### src/logic/dclc_defines.svh
/*
  Constants of the dual DAC command block: command codes, frame field
  positions, clear codes and serial timing.
  Assumes inclusion by bare name from the package and both ends.
*/
`ifndef DCLC_DEFINES_SVH
`define DCLC_DEFINES_SVH
`define DCLC_FRAME_BITS 32
`define DCLC_CMD_HI 27
`define DCLC_CMD_LO 24
`define DCLC_CMD_WRITE_IN 4'h0
`define DCLC_CMD_UPDATE 4'h1
`define DCLC_CMD_WRITE_UPD 4'h3
`define DCLC_CMD_POWER 4'h4
`define DCLC_CMD_CLEAR_CODE 4'h5
`define DCLC_CMD_LOAD_OVR 4'h6
`define DCLC_ADDR_HI 23
`define DCLC_ADDR_LO 20
`define DCLC_DATA_HI 19
`define DCLC_DATA_LO 4
`define DCLC_PD_MODE_HI 9
`define DCLC_PD_MODE_LO 8
`define DCLC_CH_B_BIT 3
`define DCLC_CH_A_BIT 0
`define DCLC_CODE_ZERO 16'h0000
`define DCLC_CODE_MID 16'h8000
`define DCLC_CODE_FULL 16'hffff
`define DCLC_CLR_SEL_RESET 2'h0
`define DCLC_SCLK_DIV 4
`define DCLC_OFS_FRAME 2'h0
`define DCLC_OFS_CTRL 2'h1
`endif

### src/logic/dclc_pkg.sv
/*
  Types shared by both ends of the dual DAC command block.
  Assumes dclc_defines.svh is on the include path.
*/
`include "dclc_defines.svh"
package dclc_pkg;
  // Clear code selection
  typedef enum logic [1:0] {
    DCLC_CLR_ZERO = 2'h0,
    DCLC_CLR_MID = 2'h1,
    DCLC_CLR_FULL = 2'h2,
    DCLC_CLR_NOP = 2'h3
  } dclc_clr_sel_t;
  // Frame word of one host order
  typedef logic [`DCLC_FRAME_BITS-1:0] dclc_frame_t;
endpackage

### src/logic/dclc_link_if.sv
/*
  Serial link between the host end and the DAC end: frame select,
  serial clock, data line. Assumes both ends share one system clock.
*/
`timescale 1ns/1ps
interface dclc_link_if;
  logic frame_sel_n; // Low while a frame is sent
  logic sclk; // Serial clock, data taken on falling edge
  logic sdata; // Serial data, MSB first
  modport host (output frame_sel_n, output sclk, output sdata);
  modport dac (input frame_sel_n, input sclk, input sdata);
endinterface

### src/logic/dclc_dac.sv
/*
  DAC end: takes 32-bit frames, keeps input and DAC registers for two
  channels, clear code, load override mask and power-down state, and
  reacts to the clear, load and lockout pins.
  Assumes the three pins are asynchronous and are synchronised here, and
  that the link is driven by logic on the same clock.
*/
// The implementer's own choices: the strobed register port and the placing of the registers.
`timescale 1ns/1ps
`include "dclc_defines.svh"
// Behaviour
// - Command 0101 loads clear code from bits 1:0
// - Override 0: channel follows load pin
// - Override 1: channel updates as if pin low
// - Command 0110 sets override, bit3 B bit0 A
// - Lockout low refuses software power-down
// - Lockout falling edge aborts current frame
// - Software resends aborted frame through the host
// - Lockout asserted clears all power-down bits
// - Lockout release keeps channels powered up
// - Lockout release re-enables power-down immediately
// - Lockout with clear: clear code, power up
// - Clear wins over load and lockout
// - Lockout best tied statically by system
// - Clear selection 00/01/10 codes, 11 no-op; 11 here still powers up, aborts frame
// - Clear edge loads registers, aborts frame
// - Command 0100 power-down, mode bits 9:8
// - Pin low: DAC updates at 32nd edge
module dclc_dac #(
  parameter int DATA_W = 16 // Code width
) (
  // Clock and reset
  input wire logic clk_i,
  input wire logic rst_i,
  // Asynchronous pins
  input wire logic async_clear_n_i,
  input wire logic load_outputs_n_i,
  input wire logic shutdown_lockout_n_i,
  // Link
  dclc_link_if.dac link,
  // Channel state
  output logic [DATA_W-1:0] dac_a_o,
  output logic [DATA_W-1:0] dac_b_o,
  output logic [1:0] pd_mode_a_o,
  output logic [1:0] pd_mode_b_o,
  output logic [1:0] clear_code_sel_o,
  output logic [3:0] load_override_mask_o,
  output logic clear_mode_o
);
  import dclc_pkg::*;
  // Two-flop synchronisers for the three asynchronous pins only. The link
  // comes from logic on this same clock, so it is read directly: another
  // synchroniser there would only add latency to every bit.
  logic [2:0] s1_r; // First stage, read by nothing but the second
  logic [2:0] s2_r; // Second stage, the only copy logic may use
  logic sclk_d_r; // Serial clock one cycle ago
  logic clr_d_r; // Synchronised clear one cycle ago
  logic lock_d_r; // Synchronised lockout one cycle ago
  always_ff @(posedge clk_i or posedge rst_i) begin
    if (rst_i) begin
      // Idle level of every pin, so no false edge follows reset
      s1_r <= 3'h7;
      s2_r <= 3'h7;
    end else begin
      s1_r <= {async_clear_n_i, load_outputs_n_i, shutdown_lockout_n_i};
      s2_r <= s1_r;
    end
  end
  logic sel_n; // Frame select, low inside a frame
  logic sclk; // Serial clock, idle high
  logic sd; // Serial data bit
  logic clr_n; // Clear pin after the synchroniser
  logic ld_n; // Load pin after the synchroniser
  logic lock_n; // Lockout pin after the synchroniser
  assign sel_n = link.frame_sel_n;
  assign sclk = link.sclk;
  assign sd = link.sdata;
  assign {clr_n, ld_n, lock_n} = s2_r;
  // Edge history; reset to idle levels for the same reason as above
  always_ff @(posedge clk_i or posedge rst_i) begin
    if (rst_i) {sclk_d_r, clr_d_r, lock_d_r} <= 3'h7;
    else {sclk_d_r, clr_d_r, lock_d_r} <= {sclk, clr_n, lock_n};
  end
  logic fall_sclk; // Serial clock falling inside a frame: take a bit
  logic clr_evt; // Clear falling edge
  logic lock_evt; // Lockout falling edge
  assign fall_sclk = sclk_d_r && !sclk && !sel_n;
  assign clr_evt = clr_d_r && !clr_n; // Clear is falling-edge sensitive
  assign lock_evt = lock_d_r && !lock_n; // Only the edge aborts, not the level
  // Clear code lookup
  function automatic logic [DATA_W-1:0] clr_code(input logic [1:0] s);
    logic [15:0] c;
    c = `DCLC_CODE_ZERO;
    case (s)
      2'h1: c = `DCLC_CODE_MID;
      2'h2: c = `DCLC_CODE_FULL;
      default: c = `DCLC_CODE_ZERO;
    endcase
    return c[15 -: DATA_W];
  endfunction
  // Receiver state
  logic [31:0] sh_r; // Shift register
  logic [5:0] bits_r; // Bits taken this frame
  logic abort_r; // Frame killed, wait for select high
  logic frame_done;
  logic [31:0] fr;
  assign fr = {sh_r[30:0], sd};
  assign frame_done = fall_sclk && !abort_r && !clr_evt && !lock_evt &&
                      bits_r == 6'(`DCLC_FRAME_BITS - 1);
  // Shift in MSB first; clear or lockout edge aborts the frame
  always_ff @(posedge clk_i or posedge rst_i) begin
    if (rst_i) begin
      sh_r <= 32'h0;
      bits_r <= 6'h0;
      abort_r <= 1'b0;
    end else if (sel_n) begin
      bits_r <= 6'h0;
      abort_r <= 1'b0;
    end else if (clr_evt || lock_evt) begin
      abort_r <= 1'b1;
    end else if (fall_sclk && !abort_r) begin
      sh_r <= fr;
      bits_r <= frame_done ? 6'h0 : bits_r + 6'h1;
      abort_r <= frame_done; // Extra clocks after 32 are ignored
    end
  end
  logic [3:0] cmd;
  logic [3:0] adr;
  assign cmd = fr[`DCLC_CMD_HI:`DCLC_CMD_LO];
  assign adr = fr[`DCLC_ADDR_HI:`DCLC_ADDR_LO];
  // Channel registers
  logic [DATA_W-1:0] in_a_r, in_b_r, dac_a_r, dac_b_r;
  logic [1:0] pd_a_r, pd_b_r, csel_r;
  logic [3:0] ovr_r;
  logic clr_mode_r;
  logic upd_a, upd_b, wr_a, wr_b;
  logic [DATA_W-1:0] wdata;
  assign wdata = fr[`DCLC_DATA_HI -: DATA_W];
  // Commands that write the input registers
  function automatic logic is_write(input logic [3:0] c);
    return c == `DCLC_CMD_WRITE_IN || c == `DCLC_CMD_WRITE_UPD;
  endfunction
  // Channel A answers address 0, B address 3, both answer f
  assign wr_a = frame_done && is_write(cmd) && (adr == 4'h0 || adr == 4'hf);
  assign wr_b = frame_done && is_write(cmd) && (adr == 4'h3 || adr == 4'hf);
  // DAC update: pin low or override bit gives update at frame end, pin low always
  assign upd_a = !ld_n || (frame_done && ovr_r[`DCLC_CH_A_BIT]);
  assign upd_b = !ld_n || (frame_done && ovr_r[`DCLC_CH_B_BIT]);
  // Configuration registers
  always_ff @(posedge clk_i or posedge rst_i) begin
    if (rst_i) begin
      csel_r <= `DCLC_CLR_SEL_RESET;
      ovr_r <= 4'h0;
    end else if (frame_done && cmd == `DCLC_CMD_CLEAR_CODE) begin
      csel_r <= fr[1:0];
    end else if (frame_done && cmd == `DCLC_CMD_LOAD_OVR) begin
      ovr_r <= {fr[`DCLC_CH_B_BIT], 2'h0, fr[`DCLC_CH_A_BIT]};
    end
  end
  // Input and DAC registers; clear has top priority
  always_ff @(posedge clk_i or posedge rst_i) begin
    if (rst_i) begin
      in_a_r <= '0;
      in_b_r <= '0;
      dac_a_r <= '0;
      dac_b_r <= '0;
      clr_mode_r <= 1'b0;
    end else if (clr_evt && csel_r != DCLC_CLR_NOP) begin
      in_a_r <= clr_code(csel_r);
      in_b_r <= clr_code(csel_r);
      dac_a_r <= clr_code(csel_r);
      dac_b_r <= clr_code(csel_r);
      clr_mode_r <= 1'b1;
    end else begin
      if (frame_done) clr_mode_r <= 1'b0;
      if (wr_a) in_a_r <= wdata;
      if (wr_b) in_b_r <= wdata;
      if (upd_a || (frame_done && cmd == `DCLC_CMD_UPDATE))
        dac_a_r <= wr_a ? wdata : in_a_r;
      else if (wr_a && cmd == `DCLC_CMD_WRITE_UPD) dac_a_r <= wdata;
      if (upd_b || (frame_done && cmd == `DCLC_CMD_UPDATE))
        dac_b_r <= wr_b ? wdata : in_b_r;
      else if (wr_b && cmd == `DCLC_CMD_WRITE_UPD) dac_b_r <= wdata;
    end
  end
  // Power-down state
  always_ff @(posedge clk_i or posedge rst_i) begin
    if (rst_i) begin
      pd_a_r <= 2'h0;
      pd_b_r <= 2'h0;
    end else if (clr_evt || !lock_n) begin
      pd_a_r <= 2'h0;
      pd_b_r <= 2'h0;
    end else if (frame_done && cmd == `DCLC_CMD_POWER) begin
      // Only reached with lockout released, so it acts at once
      if (fr[`DCLC_CH_A_BIT]) pd_a_r <= fr[`DCLC_PD_MODE_HI:`DCLC_PD_MODE_LO];
      if (fr[`DCLC_CH_B_BIT]) pd_b_r <= fr[`DCLC_PD_MODE_HI:`DCLC_PD_MODE_LO];
    end
  end
  assign dac_a_o = dac_a_r;
  assign dac_b_o = dac_b_r;
  assign pd_mode_a_o = pd_a_r;
  assign pd_mode_b_o = pd_b_r;
  assign clear_code_sel_o = csel_r;
  assign load_override_mask_o = ovr_r;
  assign clear_mode_o = clr_mode_r;
endmodule // dclc_dac

### src/flat_wrapper.sv
// flat-port wrapper written by rule: the top's interface ports become plain ports
module dclc_dac_flat import dclc_pkg::*;
#(
  parameter int DATA_W = 16              
)
  (clk_i, rst_i, async_clear_n_i, load_outputs_n_i, shutdown_lockout_n_i, dac_a_o, dac_b_o, pd_mode_a_o, pd_mode_b_o, clear_code_sel_o, load_override_mask_o, clear_mode_o, link_frame_sel_n, link_sclk, link_sdata);
  dclc_link_if link_i ();
  input wire logic clk_i;
  input wire logic rst_i;
  input wire logic async_clear_n_i;
  input wire logic load_outputs_n_i;
  input wire logic shutdown_lockout_n_i;
  output logic [DATA_W-1:0] dac_a_o;
  output logic [DATA_W-1:0] dac_b_o;
  output logic [1:0] pd_mode_a_o;
  output logic [1:0] pd_mode_b_o;
  output logic [1:0] clear_code_sel_o;
  output logic [3:0] load_override_mask_o;
  output logic clear_mode_o;
  input wire logic [$bits(link_i.frame_sel_n)-1:0] link_frame_sel_n;
  input wire logic [$bits(link_i.sclk)-1:0] link_sclk;
  input wire logic [$bits(link_i.sdata)-1:0] link_sdata;
  assign link_i.frame_sel_n = link_frame_sel_n;
  assign link_i.sclk = link_sclk;
  assign link_i.sdata = link_sdata;
  dclc_dac #(.DATA_W(DATA_W)) u_core (.clk_i(clk_i), .rst_i(rst_i), .async_clear_n_i(async_clear_n_i), .load_outputs_n_i(load_outputs_n_i), .shutdown_lockout_n_i(shutdown_lockout_n_i), .link(link_i), .dac_a_o(dac_a_o), .dac_b_o(dac_b_o), .pd_mode_a_o(pd_mode_a_o), .pd_mode_b_o(pd_mode_b_o), .clear_code_sel_o(clear_code_sel_o), .load_override_mask_o(load_override_mask_o), .clear_mode_o(clear_mode_o));
endmodule
### config.mk
export PLATFORM = sky130hd
export DESIGN_NAME = dclc_dac_flat
export DESIGN_NICKNAME = d
export VERILOG_FILES = /design/src/logic/dclc_pkg.sv /design/src/logic/dclc_link_if.sv /design/src/logic/dclc_dac.sv /design/src/flat_wrapper.sv
export VERILOG_INCLUDE_DIRS = /design/src /design/src/logic
export SDC_FILE = /design/constraint.sdc
export NUM_CORES = 1
export LEC_CHECK = 0
export BUFFER_PORTS_ARGS = -buffer_cell sky130_fd_sc_hd__buf_2
export CORE_MARGIN = 2
export CORE_UTILIZATION = 44
export DETAILED_ROUTE_END_ITERATION = 6
export GPL_ROUTABILITY_DRIVEN = 1
export GPL_TIMING_DRIVEN = 1
export PLACE_DENSITY = 0.71
export SYNTH_ARGS = -nofsm -noshare
export SYNTH_HDL_FRONTEND = slang
export SYNTH_SLANG_ARGS = --single-unit
export TNS_END_PERCENT = 20
### constraint.sdc
create_clock -name clk_i -period 4.5 [get_ports clk_i]
set_clock_uncertainty 0.2 [all_clocks]
set_input_delay 0.225 -clock clk_i [delete_from_list [all_inputs] [get_ports clk_i]]
set_output_delay 0.225 -clock clk_i [all_outputs]
set_load 0.01 [all_outputs]
==> results.md <==
- Starting DRT DRC Count: 427
- Setup ws final: 1.30 ns
- Non-Filler Instances: 764
- Worst EP required: 4.61 ns
- Clock root buffer: clkbuf_16
- I/O Buffers: 48
- Vias in the first global route: 4426
- CP max FO: 16
- Antenna Nets Post-Route: 0
- Post-CTS Hold Fix Bufs: 7
- All-Layer GR Usage: 0.222
- Asr flop ratio synth: 1.00
- P_leak: 0.00280 uW
- Std-Cell Rows: 40
- Clock Pin Slew Worst Setup and Hold Paths: 0.05 ns
- Critical path, cell by cell: ha_1, nand4_1, or2_1, o31ai_2, nand3_1, a311oi_1
- Clk sinks: 116
- Post-Syn Area: 0.00540 sq mm
- CP max stage cell: o31ai_2
- Max Slew Vio Count: 0
- Net total in the final layout: 615
- DRC viols: 0
- Pre-antenna DRT Iters: 5
- Share of post-route cells with drive strength above 1: 0.191
- Vias per cell: 5.95
- Core Footprint: 0.0120 sq mm
- Setup CP Type: register to register
- RePlAce Congestion: 0.816
- Peak Freq: 312 MHz
- Buffer and inverter count on the worst path: 0
- CP endpoint kind: register
- Worst hold path depth: 0
- Die area: 0.0132 sq mm
- Final Setup Violations: 0
- Status: completed
- H-tree depth reported by CTS: 4
- Register area share after synthesis: 0.540
- Maxcap violations: 0
- R2R setup slack: 1.30 ns
- Min-delay src: u_core.s1_r[1]
- Initial antenna violation count: 0
- Yosys warns: 0
- Final Power: 2850 uW
- Final instance area: 0.00635 sq mm
- Initial Utilization: 0.449
- Largest net degree at the start of global routing: 84
- CTS buffer count: 17
- Startpoint type of the worst setup path: register
- P&R area growth vs syn: 17.6%
- Sink of the worst hold path: u_core.s2_r[1]
- First-pass GRT wire length: 22800 um
- CTS Buffer Depth: 2
- Tmin final: 3.20 ns
- Number of flops mapped to enable cells by yosys: 0
- Routed WL: 13900 um
- Synthesized flop and latch total: 116
- Routed met2 length: 6620 um
- Met1 WL: 5980 um
- WL/cell: 18.2 um
- Mapped Avg Cell Area: 9.49 sq um
- Post-synthesis cell type count: 46
- Die Height: 115 um
- Uppermost layer routed: met4
- Largest stage delay on the critical path: 1.16 ns
- Pwr/cell area: 449 mW/mm^2
- VDD IR max: 227 uV
- Main synth FF type: dfrtp_1
- Area after DPL: 0.00569 sq mm
- Worst R2R Start: u_core.bits_r[0]
- R2R Path End: u_core.dac_a_o[11]
- Worst relative slew slack: 0.0880
- Number of setup buffers added after CTS: 0
- Die Span X: 115 um
- Setup TNS Final: 0 ns
- Place WS: 1.47 ns
- GRT overflow: 0
- Worst Hold Class: register to register
- R2R depth: 6
- Wire length on met3: 1090 um
- Final Hold Viols: 0
- Worst-margin pin slew: 1.36 ns
- RSZ-0062 raised after global routing: no
- Worst Path Arrival: 3.31 ns
- CTS tree: done
- CP delay by family, top: compound AO/OA/AOI/OAI gates
- Final HPWL DP: 8390 um
- Boundary pin count: 51
- Final worst-path cycle share: 0.712
- Post-cts gate resize count: 0
- Worst skew pair latency: 0.41 ns
- Vias: 4543
- Antenna cells: 0
- Gate Count Post-Synth: 569
- Placed cells: 725
==> layer usage <==
metal,track usage,up-vias
met5,0,-
met4,0.0771,0
met3,0.0569,21
met2,0.361,199
met1,0.292,2218
li1,-,2105
==> cell type report <==
cell class / count / area [sq um]
Fill cell: 1073 / 5660
Sequential cell: 116 / 2910
Multi-Input combinational cell: 396 / 2240
Clock buffer: 28 / 517
Timing Repair Buffer: 65 / 385
Tap cell: 147 / 184
Clock inverter: 4 / 72.6
Inverter: 8 / 32.5
==> state kept, by name (all words and copies together), names as in the netlist, 2 cells and up <==
register / count
u_core.pd_mode_b_o: 2
u_core.s1_r: 3
u_core.in_b_r: 16
u_core.load_override_mask_o: 2
u_core.pd_mode_a_o: 2
u_core.dac_b_o: 16
u_core.clear_code_sel_o: 2
u_core.in_a_r: 16
u_core.s2_r: 3
u_core.sh_r: 27
u_core.bits_r: 6
u_core.dac_a_o: 16
==> where the power goes <==
group | switching, uW | leakage [uW] | internal, uW
combinational | 181 | 0.00108 | 115
sequential | 78.0 | 0.00143 | 1150
clock | 441 | 0.000285 | 887
==> synth_stat cells, types with 2 or more instances <==
| library cell | instances | share of area |
|---|---|---|
| o21ai_1 | 6 | 0.0056 |
| or2_1 | 2 | 0.0023 |
| mux2_2 | 4 | 0.0083 |
| nand3_1 | 38 | 0.035 |
| dfstp_2 | 9 | 0.044 |
| a31oi_1 | 32 | 0.037 |
| mux2i_1 | 5 | 0.0093 |
| o21ai_0 | 32 | 0.030 |
| clkbuf_1 | 38 | 0.026 |
| and3_1 | 2 | 0.0023 |
| xor2_1 | 4 | 0.0065 |
| nor4_1 | 2 | 0.0023 |
| o31a_1 | 2 | 0.0032 |
| inv_1 | 8 | 0.0056 |
| o31ai_2 | 2 | 0.0046 |
| buf_2 | 6 | 0.0056 |
| buf_6 | 2 | 0.0042 |
| a211oi_1 | 18 | 0.025 |
| nor3_1 | 18 | 0.017 |
| nand2_1 | 150 | 0.10 |
| dfrtp_1 | 107 | 0.50 |
| nand2b_1 | 2 | 0.0023 |
| ha_1 | 3 | 0.0070 |
| nand4_1 | 4 | 0.0046 |
| nor2_1 | 19 | 0.013 |
| buf_4 | 3 | 0.0042 |
| a311oi_2 | 10 | 0.028 |
| a311oi_1 | 23 | 0.037 |
==> cell families after synthesis <==
group	after synthesis	share of synthesized area
and+or+nand+nor	246	0.198
AOI/OAI and AO/OA	131	0.182
DFF	116	0.540
buffers and inverters	58	0.0466
muxes	9	0.0176
xor gates and xnor gates	5	0.00811
adders and majority gates	3	0.00695
other	1	0.000695
==> through the flow <==
stage | util | hold slack (ns)
floorplan | - | 0.0295
global placement | 0.474 | 0.135
detailed placement | 0.474 | 0.131
CTS | 0.529 | 0.160
global route | 0.529 | 0.165
finish | 0.529 | 0.158
==> worst max-delay path by stage <==
| stage | start | endpoint | depth (start not counted) | slack, ns |
|---|---|---|---|---|
| 4_1_cts | u_core.sclk_d_r | u_core.dac_a_o[11] | 5 | 1.35 |
| 5_1_grt | u_core.sclk_d_r | u_core.dac_a_o[11] | 5 | 1.07 |
| 2_1_floorplan | rst_i | u_core.abort_r | 1 | 1.02 |
| 3_3_place_gp | u_core.bits_r[0] | u_core.dac_a_o[0] | 6 | 1.50 |
| 6_report | u_core.bits_r[0] | u_core.dac_a_o[11] | 6 | 1.30 |
| 3_5_place_dp | u_core.sclk_d_r | u_core.dac_b_o[11] | 5 | 1.47 |
==> cells in the final DEF (no fill, tap or decap), types with 6 or more instances in the layout <==
cell type	instances
nand2_1	150
dfrtp_1	107
buf_2	48
nand3_1	38
o21ai_0	32
a31oi_1	32
a311oi_1	23
nor2_1	18
nor3_1	18
a211oi_1	18
clkbuf_16	17
a311oi_2	10
buf_4	10
dfstp_2	9
inv_1	7
dlygate4sd3_1	7
o21ai_1	6
clkbuf_1	6
(Power assumes the default switching activity.)
